<file path="src/shared/ssp_pkg.sv">
/*
  Shared constants and types of the 8-bit synchronous serial port.
  Assumes an APB slave with 32-bit data; register indices are word indices,
  so the byte address of a register is four times its index.
*/
package ssp_pkg;

  // ==========================================================================
  // Register indices (byte address = 4 * index).
  localparam logic [5:0] IDX_BUF_LO = 6'h06;
  localparam logic [5:0] IDX_BUF_HI = 6'h07;
  localparam logic [5:0] IDX_CTRL   = 6'h08;
  localparam logic [5:0] IDX_PINCFG = 6'h09;
  localparam logic [5:0] IDX_IE     = 6'h30;
  localparam logic [5:0] IDX_IRQ    = 6'h34;

  // ==========================================================================
  // Field positions.
  localparam int CTRL_ENABLE_BIT = 0;
  localparam int CTRL_DONE_BIT   = 1;
  localparam int CTRL_EXTCLK_BIT = 2;
  localparam int CTRL_ORDER_BIT  = 3;
  localparam int IRQ_SERIAL_BIT  = 0;

  // ==========================================================================
  // Values after reset.
  localparam logic [3:0] RST_BUF    = 4'h0;
  localparam logic [3:0] RST_CTRL   = 4'h0;
  localparam logic [3:0] RST_MASK   = 4'h0;
  localparam logic [3:0] RST_STATUS = 4'h0;
  localparam logic [1:0] RST_PINCFG = 2'h0;

  // ==========================================================================
  // Counts.
  localparam int         SCLK_HALF_CYC = 4;
  localparam int         XFER_BITS     = 8;
  localparam logic [2:0] LAST_BIT      = 3'h7;
  localparam logic [11:0] SERIAL_VECTOR = 12'h035;

  // ==========================================================================
  // Types.
  typedef enum logic [1:0] {
    ST_IDLE   = 2'h0,
    ST_SHIFT  = 2'h1,
    ST_FINISH = 2'h3
  } xfer_state_t;

  typedef struct packed {
    logic order;
    logic ext_clk;
    logic done;
    logic enable;
  } ctrl_t;

  typedef struct packed {
    logic clk_pin_en;
    logic ready_pin_en;
  } pincfg_t;

endpackage

</file>
<file path="src/sync_serial_port_8bit.sv">
/*
  Top of the 8-bit synchronous serial port with its APB register slave.
  Assumes an APB master on CORE_CLK, and pins that arrive asynchronously;
  pin levels pass a two-stage synchroniser before any logic reads them.
*/
// The APB register port was decided locally.
`timescale 1ns/10ps

// Overview of operation
// - Software fills both buffers and then sets the enable bit, which starts a transfer.
// - At the start both buffers are copied into the internal 8-bit shift register.
// - At the start the ready output goes low to invite the far party to clock.
// - Each falling transfer clock edge drives the next bit out; each rising edge samples in.
// - After eight bits ready returns high, before the buffers and flags are updated.
// - On completion the received byte is written into both buffers.
// - On completion enable clears, the done flag sets and the serial interrupt status bit sets; IRQ rises only if that bit is unmasked.
// - The done flag is read-only and any access to the control register clears it.
// - Writing zero to enable during a transfer aborts it with no interrupt.
// - The bit-order select at zero sends most significant first, at one least first.
// - The clock select at zero drives the internal clock out, at one takes the pin clock in.
// - The lower buffer holds bits 0 to 3 and the upper buffer holds bits 4 to 7.
// - Reset clears order, clock select, done and enable, leaving an idle port.
// - With its pin function enabled the ready pin is always driven as an output.
// - With its pin function enabled the clock pin drives with internal clock, else listens.
module sync_serial_port_8bit #(
  parameter int CLK_HALF = ssp_pkg::SCLK_HALF_CYC
) (
  input  wire logic        CORE_CLK,
  input  wire logic        SYS_RST,
  input  wire logic        PSEL,
  input  wire logic        PENABLE,
  input  wire logic        PWRITE,
  input  wire logic [7:0]  PADDR,
  input  wire logic [31:0] PWDATA,
  output logic      [31:0] PRDATA,
  output logic             PREADY,
  output logic             PSLVERR,
  input  wire logic        SERIAL_DATA_IN,
  output logic             SERIAL_DATA_OUT,
  output logic             READY_OUT,
  output logic             READY_OE,
  input  wire logic        XFER_CLK_I,
  output logic             XFER_CLK_O,
  output logic             XFER_CLK_OE,
  output logic             IRQ
);

  // ==========================================================================
  // Declarations.
  logic                 pready_q;
  logic [31:0]          prdata_q;
  logic                 pslverr_q;
  logic [3:0]           buf_lo_q;
  logic [3:0]           buf_hi_q;
  ssp_pkg::ctrl_t       ctrl_q;
  ssp_pkg::pincfg_t     pincfg_q;
  logic [3:0]           mask_q;
  logic [3:0]           status_q;
  logic                 irq_q;
  ssp_pkg::xfer_state_t state_q;
  ssp_pkg::xfer_state_t state_d;
  logic [7:0]           shift_q;
  logic [2:0]           bit_cnt_q;
  logic                 ready_q;
  logic                 ready_oe_q;
  logic                 clk_oe_q;
  logic                 sdo_q;
  logic                 sclk_q;
  logic [7:0]           div_q;
  logic [1:0]           pins_s;
  logic                 ext_clk_prev_q;
  logic                 access;
  logic                 wr_en;
  logic                 rd_en;
  logic [5:0]           idx;
  logic                 hit_lo;
  logic                 hit_hi;
  logic                 hit_ctrl;
  logic                 hit_pin;
  logic                 hit_ie;
  logic                 hit_irq;
  logic                 mapped;
  logic                 start;
  logic                 abort;
  logic                 busy;
  logic                 div_tick;
  logic                 ext_fall;
  logic                 ext_rise;
  logic                 fall_ev;
  logic                 rise_ev;
  logic                 last_rise;
  logic                 finish;
  logic [31:0]          rd_mux;

  // ==========================================================================
  // Pin synchronisers.
  ssp_sync2 #(
    .W (2)
  ) u_pin_sync (
    .clk (CORE_CLK),
    .rst (SYS_RST),
    .d   ({XFER_CLK_I, SERIAL_DATA_IN}),
    .q   (pins_s)
  );

  // ==========================================================================
  // APB decode.
  assign idx      = PADDR[7:2];
  assign hit_lo   = (idx == ssp_pkg::IDX_BUF_LO);
  assign hit_hi   = (idx == ssp_pkg::IDX_BUF_HI);
  assign hit_ctrl = (idx == ssp_pkg::IDX_CTRL);
  assign hit_pin  = (idx == ssp_pkg::IDX_PINCFG);
  assign hit_ie   = (idx == ssp_pkg::IDX_IE);
  assign hit_irq  = (idx == ssp_pkg::IDX_IRQ);
  assign mapped   = hit_lo | hit_hi | hit_ctrl | hit_pin | hit_ie | hit_irq;
  assign access   = PSEL & PENABLE & pready_q;
  assign wr_en    = access & PWRITE;
  assign rd_en    = access & ~PWRITE;

  always_comb begin
    rd_mux = 32'h0000_0000;
    if (hit_lo) begin
      rd_mux[3:0] = buf_lo_q;
    end else if (hit_hi) begin
      rd_mux[3:0] = buf_hi_q;
    end else if (hit_ctrl) begin
      rd_mux[3:0] = ctrl_q;
    end else if (hit_pin) begin
      rd_mux[1:0] = pincfg_q;
    end else if (hit_ie) begin
      rd_mux[3:0] = mask_q;
    end else if (hit_irq) begin
      rd_mux[3:0] = status_q;
    end
  end

  // Read data is caught in the setup cycle so the slave answers with one wait-free access.
  always_ff @(posedge CORE_CLK) begin
    if (SYS_RST) begin
      pready_q  <= 1'b0;
      prdata_q  <= 32'h0000_0000;
      pslverr_q <= 1'b0;
    end else begin
      pready_q  <= PSEL & ~PENABLE;
      if (PSEL & ~PENABLE) begin
        prdata_q  <= PWRITE ? 32'h0000_0000 : rd_mux;
        pslverr_q <= ~mapped;
      end else if (access) begin
        prdata_q  <= 32'h0000_0000;
        pslverr_q <= 1'b0;
      end
    end
  end

  // ==========================================================================
  // Transfer control.
  assign busy     = (state_q == ssp_pkg::ST_SHIFT);
  assign start    = wr_en & hit_ctrl & PWDATA[ssp_pkg::CTRL_ENABLE_BIT]
                    & (state_q == ssp_pkg::ST_IDLE);
  assign abort    = wr_en & hit_ctrl & ~PWDATA[ssp_pkg::CTRL_ENABLE_BIT] & busy;
  assign finish   = (state_q == ssp_pkg::ST_FINISH);

  always_comb begin
    state_d = state_q;
    unique case (state_q)
      ssp_pkg::ST_IDLE: begin
        if (start) begin
          state_d = ssp_pkg::ST_SHIFT;
        end
      end
      ssp_pkg::ST_SHIFT: begin
        if (abort) begin
          state_d = ssp_pkg::ST_IDLE;
        end else if (last_rise) begin
          state_d = ssp_pkg::ST_FINISH;
        end
      end
      ssp_pkg::ST_FINISH: begin
        state_d = ssp_pkg::ST_IDLE;
      end
      default: begin
        state_d = ssp_pkg::ST_IDLE;
      end
    endcase
  end

  always_ff @(posedge CORE_CLK) begin
    if (SYS_RST) begin
      state_q <= ssp_pkg::ST_IDLE;
    end else begin
      state_q <= state_d;
    end
  end

  // ==========================================================================
  // Transfer clock: internal divider or edges found on the synchronised pin.
  assign div_tick = busy & ~ctrl_q.ext_clk & (div_q == 8'(CLK_HALF - 1));
  assign ext_fall = ext_clk_prev_q & ~pins_s[1];
  assign ext_rise = ~ext_clk_prev_q & pins_s[1];
  assign fall_ev  = busy & (ctrl_q.ext_clk ? ext_fall : (div_tick & sclk_q));
  assign rise_ev  = busy & (ctrl_q.ext_clk ? ext_rise : (div_tick & ~sclk_q));
  assign last_rise = rise_ev & (bit_cnt_q == ssp_pkg::LAST_BIT);

  // The internal clock idles high so that the first edge of a transfer is a fall.
  always_ff @(posedge CORE_CLK) begin
    if (SYS_RST) begin
      div_q  <= 8'h00;
      sclk_q <= 1'b1;
    end else if (busy & ~ctrl_q.ext_clk) begin
      if (div_tick) begin
        div_q  <= 8'h00;
        sclk_q <= ~sclk_q;
      end else begin
        div_q  <= div_q + 8'h01;
      end
    end else begin
      div_q  <= 8'h00;
      sclk_q <= 1'b1;
    end
  end

  always_ff @(posedge CORE_CLK) begin
    if (SYS_RST) begin
      ext_clk_prev_q <= 1'b1;
    end else begin
      ext_clk_prev_q <= pins_s[1];
    end
  end

  // ==========================================================================
  // Shift register and data output.
  always_ff @(posedge CORE_CLK) begin
    if (SYS_RST) begin
      shift_q   <= 8'h00;
      bit_cnt_q <= 3'h0;
    end else if (start) begin
      shift_q   <= {buf_hi_q, buf_lo_q};
      bit_cnt_q <= 3'h0;
    end else if (rise_ev) begin
      bit_cnt_q <= bit_cnt_q + 3'h1;
      if (ctrl_q.order) begin
        shift_q <= {pins_s[0], shift_q[7:1]};
      end else begin
        shift_q <= {shift_q[6:0], pins_s[0]};
      end
    end
  end

  always_ff @(posedge CORE_CLK) begin
    if (SYS_RST) begin
      sdo_q <= 1'b1;
    end else if (fall_ev) begin
      sdo_q <= ctrl_q.order ? shift_q[0] : shift_q[7];
    end
  end

  // ==========================================================================
  // Ready output and pin directions.
  always_ff @(posedge CORE_CLK) begin
    if (SYS_RST) begin
      ready_q <= 1'b1;
    end else if (start) begin
      ready_q <= 1'b0;
    end else if (last_rise | abort) begin
      ready_q <= 1'b1;
    end
  end

  always_ff @(posedge CORE_CLK) begin
    if (SYS_RST) begin
      ready_oe_q <= 1'b0;
      clk_oe_q   <= 1'b0;
    end else begin
      ready_oe_q <= pincfg_q.ready_pin_en;
      clk_oe_q   <= pincfg_q.clk_pin_en & ~ctrl_q.ext_clk;
    end
  end

  // ==========================================================================
  // Registers.
  // Buffers take the received byte one cycle after ready rises.
  always_ff @(posedge CORE_CLK) begin
    if (SYS_RST) begin
      buf_lo_q <= ssp_pkg::RST_BUF;
      buf_hi_q <= ssp_pkg::RST_BUF;
    end else if (finish) begin
      buf_lo_q <= shift_q[3:0];
      buf_hi_q <= shift_q[7:4];
    end else if (wr_en) begin
      if (hit_lo) begin
        buf_lo_q <= PWDATA[3:0];
      end
      if (hit_hi) begin
        buf_hi_q <= PWDATA[3:0];
      end
    end
  end

  // A write of one to enable while busy starts nothing; order and clock select still load, and the running transfer goes on.
  always_ff @(posedge CORE_CLK) begin
    if (SYS_RST) begin
      ctrl_q <= ssp_pkg::RST_CTRL;
    end else begin
      if (wr_en & hit_ctrl) begin
        ctrl_q.order   <= PWDATA[ssp_pkg::CTRL_ORDER_BIT];
        ctrl_q.ext_clk <= PWDATA[ssp_pkg::CTRL_EXTCLK_BIT];
      end
      if (finish) begin
        ctrl_q.enable <= 1'b0;
      end else if (start) begin
        ctrl_q.enable <= 1'b1;
      end else if (abort) begin
        ctrl_q.enable <= 1'b0;
      end
      if (finish) begin
        ctrl_q.done <= 1'b1;
      end else if (access & hit_ctrl) begin
        ctrl_q.done <= 1'b0;
      end
    end
  end

  always_ff @(posedge CORE_CLK) begin
    if (SYS_RST) begin
      pincfg_q <= ssp_pkg::RST_PINCFG;
      mask_q   <= ssp_pkg::RST_MASK;
    end else if (wr_en) begin
      if (hit_pin) begin
        pincfg_q <= PWDATA[1:0];
      end
      if (hit_ie) begin
        mask_q <= PWDATA[3:0];
      end
    end
  end

  // ==========================================================================
  // Interrupt status: sticky, cleared by a read, and a new event wins over the clear.
  always_ff @(posedge CORE_CLK) begin
    if (SYS_RST) begin
      status_q <= ssp_pkg::RST_STATUS;
    end else begin
      if (rd_en & hit_irq) begin
        status_q <= ssp_pkg::RST_STATUS;
      end
      if (finish) begin
        status_q[ssp_pkg::IRQ_SERIAL_BIT] <= 1'b1;
      end
    end
  end

  always_ff @(posedge CORE_CLK) begin
    if (SYS_RST) begin
      irq_q <= 1'b0;
    end else begin
      irq_q <= |(status_q & mask_q);
    end
  end

  // ==========================================================================
  // Outputs.
  assign PRDATA          = prdata_q;
  assign PREADY          = pready_q;
  assign PSLVERR         = pslverr_q;
  assign SERIAL_DATA_OUT = sdo_q;
  assign READY_OUT       = ready_q;
  assign READY_OE        = ready_oe_q;
  assign XFER_CLK_O      = sclk_q;
  assign XFER_CLK_OE     = clk_oe_q;
  assign IRQ             = irq_q;

endmodule

</file>
<file path="src/ssp_sync2.sv">
/*
  Two flip-flop synchroniser for levels entering the core clock domain.
  Assumes each bit is an independent level; no multi-bit coherence.
*/
`timescale 1ns/10ps

module ssp_sync2 #(
  parameter int W = 1
) (
  input  wire logic         clk,
  input  wire logic         rst,
  input  wire logic [W-1:0] d,
  output logic      [W-1:0] q
);

  // ==========================================================================
  // Stages.
  logic [W-1:0] meta_q;

  always_ff @(posedge clk) begin
    if (rst) begin
      meta_q <= '0;
      q      <= '0;
    end else begin
      meta_q <= d;
      q      <= meta_q;
    end
  end

endmodule

</file>
<file path="config.mk">
export PLATFORM = sky130hd
export DESIGN_NAME = sync_serial_port_8bit
export DESIGN_NICKNAME = d
export VERILOG_FILES = /design/src/shared/ssp_pkg.sv /design/src/sync_serial_port_8bit.sv /design/src/ssp_sync2.sv
export SDC_FILE = /design/constraint.sdc
export NUM_CORES = 1
export LEC_CHECK = 0
export BUFFER_PORTS_ARGS = -buffer_cell sky130_fd_sc_hd__buf_2
export CAP_MARGIN = 15
export CELL_PAD_IN_SITES_DETAIL_PLACEMENT = 0
export CELL_PAD_IN_SITES_GLOBAL_PLACEMENT = 1
export CORE_MARGIN = 4
export CORE_UTILIZATION = 41
export CTS_BUF_LIST = sky130_fd_sc_hd__clkbuf_8 sky130_fd_sc_hd__clkbuf_16
export DETAILED_ROUTE_END_ITERATION = 10
export PLACE_DENSITY = 0.93
export RECOVER_POWER = 25
export SLEW_MARGIN = 20
export SYNTH_ARGS = -nofsm -noshare
export SYNTH_HDL_FRONTEND = slang
export SYNTH_SLANG_ARGS = --single-unit
</file>
<file path="constraint.sdc">
create_clock -name CORE_CLK -period 4.5 [get_ports CORE_CLK]
set_clock_uncertainty 0.2 [all_clocks]
set_input_delay 0 -clock CORE_CLK [delete_from_list [all_inputs] [get_ports CORE_CLK]]
set_output_delay 0 -clock CORE_CLK [all_outputs]
set_load 0.005 [all_outputs]
</file>
Yosys cells after proc, flatten, opt, wreduce, memory -nomap -nowiden --
Cells that the tools add are included.
Storage, ports and cells: register bits 85, input port bits 47, output and inout bits 40, logic and storage cells 134
Operators by class: add/sub/neg operators 2, equality and inequality tests 12, multiplexer cells 36, bitwise logic cells 38, reduce and logical (&&, ||, !) cells 20
Operators with widths (number):
- two-way mux 32 bit | 2
- two-way mux 4 bit | 11
- two-way mux 8 bit | 3
- AND 1 bit | 22
- nonzero test 2 bit | 9
- two-way mux 1 bit | 14
- == test 6 x 3 -> 1 bit, second input constant | 2
- == test 6 x 4 -> 1 bit, second input constant | 2
- == test 6 bit, second input constant | 2
- two-way mux 2 bit | 5
- AND reduction 2 bit | 5
- NOT 1 bit | 9
- adder 8 x 1 -> 8 bit, second input constant | 1
- == test 8 x 2 -> 1 bit, second input constant | 1
- bitwise OR 1 bit | 6
- OR reduction 2 bit | 3
- AND 1 x 4 -> 4 bit | 1
- one-hot mux 2 bit (2 select lines) | 1
- OR reduction 4 bit | 1
- adder 3 x 1 -> 3 bit, second input constant | 1
- == test 3 bit, second input constant | 1
- != test 3 x 2 -> 1 bit, second input constant | 1
- OR reduction 3 bit | 1
- == test 2 x 1 -> 1 bit, second input constant | 1
- 3 further kinds | 3

Depth between registers and ports, before layout --
word-level depth 10, depth in mapped cells 7, gate-level depth less buffers 6

By module --
Synthesis repeated with hierarchy kept, for this count alone.
Unflattened totals: cell total of the unflattened synthesis 333, area total of the unflattened synthesis 2907.8 µm²
Modules (own cells, without submodules):
- sync_serial_port_8bit | times used 1, cells an instance 325, area each 2802.7 µm², sequential area each 1061.0 µm²
- ssp_sync2 | times used 1, cells an instance 8, area each 105.1 µm², sequential area each 80.1 µm²

Worst setup path after synthesis --
Ideal clock, no wire load.
path kind reg2reg, start reg div_q[0], end reg shift_q[1], library setup time 0.116 ns, data arrival time 1.700 ns, data required time 4.184 ns, setup slack 2.485 ns, stages on the path, launching flop included 8, buffers on the path 1, period minus slack after synthesis 2.015 ns, cell sequence dfxtp_1 ha_1 nor4b_4 nand2_2 o32ai_4 buf_8 mux2i_1 o21ai_2
Between the ends: word-level cells in the longest chain between the ends 6
RTL lines:
- from (decl) | line sync_serial_port_8bit.sv:69 | logic [7:0] div_q;
- from (signal assigned) | line sync_serial_port_8bit.sv:214 | div_q <= div_q + 8'h01;
- == test 8 x 2 -> 1 bit | line sync_serial_port_8bit.sv:197 | assign div_tick = busy & ~ctrl_q.ext_clk & (div_q == 8'(CLK_HALF - 1));
- AND 1 bit | line sync_serial_port_8bit.sv:197
- AND 1 bit | line sync_serial_port_8bit.sv:201 | assign rise_ev = busy & (ctrl_q.ext_clk ? ext_rise : (div_tick & ~sclk_q));
- two-way mux 1 bit | line sync_serial_port_8bit.sv:201
- AND 1 bit | line sync_serial_port_8bit.sv:201
- nonzero test 2 bit (no line)
- to (signal assigned) | line sync_serial_port_8bit.sv:237 | shift_q <= {buf_hi_q, buf_lo_q};
- to (signal assigned) | line sync_serial_port_8bit.sv:242 | shift_q <= {pins_s[0], shift_q[7:1]};
- to (signal assigned) | line sync_serial_port_8bit.sv:244 | shift_q <= {shift_q[6:0], pins_s[0]};
- to (decl) | line sync_serial_port_8bit.sv:62 | logic [7:0] shift_q;
No other way between the ends. A chain may end at the register's enable or synchronous reset.

Worst setup path in the final report --
start in PADDR[5], end reg mask_q[2]
Between the ends: word-level cells in the longest chain between the ends 2
RTL lines:
- from (decl) | line sync_serial_port_8bit.sv:33 | input wire logic [7:0] PADDR,
- == test 6 bit | line sync_serial_port_8bit.sv:113 | assign hit_ie = (idx == ssp_pkg::IDX_IE);
- AND reduction 2 bit (no line)
- to (signal assigned) | line sync_serial_port_8bit.sv:326 | mask_q <= ssp_pkg::RST_MASK;
- to (signal assigned) | line sync_serial_port_8bit.sv:332 | mask_q <= PWDATA[3:0];
- to (decl) | line sync_serial_port_8bit.sv:57 | logic [3:0] mask_q;
No other way between the ends.

==> Implementation_results.wiki <==
{| class="wikitable"
! Metric !! Value
|-
| Clock buffer count from CTS || 9
|-
| Leakage power total || about 1.3 nW
|-
| Clock sinks || between 50 and 60
|-
| Hold path depth || 4
|-
| Peak VDD IR || around 120 µV
|-
| Count of flip-flops with a built-in enable after synthesis || 0
|-
| Sum of net half-perimeters after detailed placement || 4300 µm
|-
| First-pass GRT wire length || a little over 10000 µm
|-
| Max incr delay on CP || roughly 0.58 ns
|-
| Number of top-level design ports || 87
|-
| Net switching power || between 0.2 and 0.25 mW
|-
| Average detailed-routed wire length per instance || 13.3 µm
|-
| Top-area cell type share of the netlist area || 38.9%
|-
| Hold violation total from the final report || 0
|-
| Pin count of the biggest net entering global routing || 30
|-
| Endpoint arrival time on the critical path || a little under 3 ns
|-
| Flop-to-flop setup slack || approximately 2.1 ns
|-
| Largest fanout on the critical path || 7
|-
| Fraction of the mapped netlist area in adder cells || under 10%
|-
| Global route overflow || 0
|-
| Count of input and output buffers || 28
|-
| Remaining routing DRC violations || 0
|-
| Syn. warnings || 0
|-
| Area grow syn2layout || 15.4%
|-
| CTS tree || built
|-
| Number of rows created at floorplan || 30
|-
| Max Transition Viols Final || 0
|-
| Starting Density || a little over two fifths
|-
| Hold endpoint || status_q[0]
|-
| Final weighted congestion in routability-driven placement || ~0.86
|-
| Post-synth cell types || 52
|-
| Highest clock frequency the design can meet || 0.345 GHz
|-
| FF-to-FF End || mask_q[2]
|-
| Prevailing post-synth register cell || dfxtp_1
|-
| Switch share || a little under a quarter
|-
| Internal power contribution || between 0.7 and 0.8 mW
|-
| Postcts setup bufs || 0
|-
| Unrepaired setup endpoints after global routing || false
|-
| Synthesized instance count || 306
|-
| Critical-path cell with the highest stage delay || dlygate4sd3_1
|-
| Count of state elements after synthesis || 57
|-
| Part of the total power dissipated in combinational logic || approximately 6.4%
|-
| Most repeated library cell on the critical path || dlygate4sd3_1
|-
| Post-synthesis instance area || just under 3000 µm²
|-
| Bufs on Longest Clock Path || 2
|-
| Hold_sp || PADDR[4]
|-
| Number of global-route vias before repair || between 2k and 2.5k
|-
| Synth area leaders || dfxtp_1 (39%), mux2i_1 (8.5%), buf_4 (7.4%), mux2_2 (4.6%), a21oi_1 (3.2%)
|-
| Clock-pin transition on the worst setup and hold timing paths || 0.07 ns
|-
| Worst Setup Slack post-DPL || 2.06 ns
|-
| Post-detailed-route count of antenna-violating nets || 0
|-
| Status || completed
|-
| Post-synthesis cell type with the largest combined area || dfxtp_1
|-
| Overall power || between 0.9 and 1 mW
|-
| Critical path class || input pin to flop
|-
| Latest clock arrival within the worst-skew pair || roughly 0.33 ns
|-
| Portion of total power attributed to sequential cells || ~53%
|-
| Multiplexer share of the synthesized area || a little over an eighth
|-
| Async set-or-reset flop fraction in the synthesized netlist || 0%
|-
| Proportion of layout cells with a drive suffix above 1 || 18.7%
|-
| Relative slew slack || 8.60%
|-
| Drt pass-1 iters || 4
|-
| H-tree depth || 3
|-
| Final-layout setup total negative slack || 0 ns
|-
| Synth Area in Simple Gates || 21.1%
|-
| WP data required || between 4 and 5 ns
|-
| Avg Inst Size Synth || ~9.6 µm²
|-
| Final period utilization || between 60 and 70%
|-
| Worst min path class || input pin to flop
|-
| Post-synthesis share of cell area spent on xor and xnor gates || roughly 2.4%
|-
| Total power per unit cell area || ~280 nW/µm²
|-
| Largest family of logic cells by synthesized area || simple AND/OR/NAND/NOR gates
|-
| Sort of element at the start of the critical path || input pin
|-
| Nets || about 410
|-
| CP Cell Sequence || dlygate4sd3_1, buf_2, or4_4, nor2_1, nand3_1, dlygate4sd3_1, a21oi_1, dlygate4sd3_1
|-
| Clock share of power || 40.2%
|-
| Via density || ~5
|-
| Die ar. || 8580 µm²
|-
| Worst R2R Start || PREADY
|-
| Number of diodes added for antenna fixing || 0
|-
| Worst-case setup margin in the final layout || between 1.5 and 2 ns
|-
| Most frequent cells after synthesis || dfxtp_1 (57), buf_4 (29), mux2i_1 (25), nor2_1 (22), nand2_1 (21)
|-
| Dominant cell by count in the synthesized netlist || dfxtp_1
|-
| Transition time of the tightest slew-check pin || between 1 and 1.5 ns
|-
| Number of antenna violations at the first check in global routing || 0
|-
| Final wirelength || 6040 µm
|-
| Horiz. Die Dim || 92.6 µm
|-
| Portion of the post-synthesis area used by sequential elements || 38.9%
|-
| Critical Path End Type || flop
|-
| Global-route usage over all layers || about 15%
|-
| Time the final worst path needs with I/O delays and setup || 2.90 ns
|-
| Compound-Gate Fraction of Synth Area || 12.4%
|-
| Area inside the core boundary || roughly 6900 µm²
|-
| Via count of the routed design || roughly 2.2k
|-
| Maximum Capacitance Violations || 0
|-
| Die Height || around 93 µm
|-
| Number of cells on the worst reg-to-reg path || 5
|-
| Number of DRC markers after the initial detailed-route iteration || between 80 and 90
|-
| Buffer cell driving the clock tree root || clkbuf_8
|-
| Final setup violation count || 0
|}
worst max-delay path, delay by kind of cell:
kind                   cells  cell delay, ns
AOI/OAI and AO/OA          1            0.13
buffers and inverters      4            1.84
and+or+nand+nor            3            1.01
kinds of logic (layout without fill, tap and decap cells):
| logic type | after synthesis | after routing |
|---|---|---|
| flip-flops | 57 | 57 |
| adder cells (fa/ha/maj) | 3 | 3 |
| AND/OR/NAND/NOR | 101 | 101 |
| buffers and inverters | 44 | 70 |
| multiplexers | 37 | 37 |
| XOR/XNOR | 8 | 8 |
| other | 1 | 28 |
| AO/OA/AOI/OAI | 55 | 55 |
cell type report:
type	instances	area, µm²
inverters	4	15.0
flip-flops and latches	57	1140
fillers	660	3480
multi-input cells	232	1580
clock inverters	3	12.5
clock buffers	10	138
repair buffers	53	382
well taps	96	120
placed cells by master, fill, tap and decap left out, types with 4 or more instances in the layout:
cell | Yosys | layout
buf_2 | 1 | 23
mux2i_1 | 25 | 25
nor3_1 | 6 | 6
inv_1 | 4 | 6
dlygate4sd3_1 | 0 | 24
nand2_1 | 21 | 21
clkbuf_1 | 8 | 5
xor2_1 | 6 | 6
clkbuf_8 | 0 | 10
o21ai_0 | 16 | 16
nand3_1 | 15 | 15
nor2_1 | 22 | 22
a21oi_1 | 19 | 19
nor2b_1 | 6 | 6
conb_1 | 1 | 28
nand2b_1 | 4 | 4
nor4_4 | 4 | 4
o21ai_2 | 6 | 6
dfxtp_1 | 57 | 57
mux2_2 | 12 | 12
metrics by stage:
stage | cell area (µm²) | util, % | hold WS, ns | std cells
2_1_floorplan | 3040 | - | -0.0718 | 333
4_1_cts | 3390 | 49.4 | 0.0203 | 455
3_5_place_dp | 3000 | 43.7 | 0.0215 | 418
5_1_grt | 3390 | 49.3 | 0.0702 | 455
3_3_place_gp | 3000 | 43.7 | 0.0139 | 418
6_report | 3390 | 49.3 | 0.0336 | 455
registers in the layout, indices dropped and copies added, names as in the netlist, 3 cells and up:
register,flops
div_q,8
shift_q,8
PRDATA,4
buf_hi_q,4
buf_lo_q,4
ctrl_q,4
mask_q,4
bit_cnt_q,3
power by group through the flow:
stage	sequential [mW]	combinational [mW]	clock, mW
6_report	0.510	0.0609	0.384
5_1_grt	0.510	0.0675	0.418
4_1_cts	0.510	0.0600	0.389
3_5_place_dp	0.521	0.0484	0
3_3_place_gp	0.521	0.0477	0
2_1_floorplan	0.521	0.0466	0
layer usage:
| layer | vias up | GRT usage, % | share of wire, % |
|---|---|---|---|
| met5 | - | 0 | 0 |
| met4 | 0 | 7.08 | 2.6 |
| met3 | 15 | 4.63 | 4.9 |
| met2 | 51 | 23.6 | 46 |
| met1 | 1040 | 18.6 | 46 |
| li1 | 1138 | - | - |
worst max path at each step:
stage | slack (ns) | to | cells after the start | from
floorplan | 2.48 | shift_q[1] | 7 | div_q[0]
global placement | 2.10 | shift_q[5] | 6 | div_q[0]
global route | 1.48 | mask_q[2] | 8 | PADDR[5]
CTS | 1.64 | mask_q[3] | 8 | PADDR[5]
detailed placement | 2.06 | shift_q[5] | 6 | div_q[0]
finish | 1.60 | mask_q[2] | 8 | PADDR[5]
what timing repair did:
item | 4_1_cts | 5_1_grt
hold buffers | 24 | 0
gates resized for setup | 0 | 0
endpoints found under the hold margin | 32 | 0
Power figures use the tool's default switching activity.
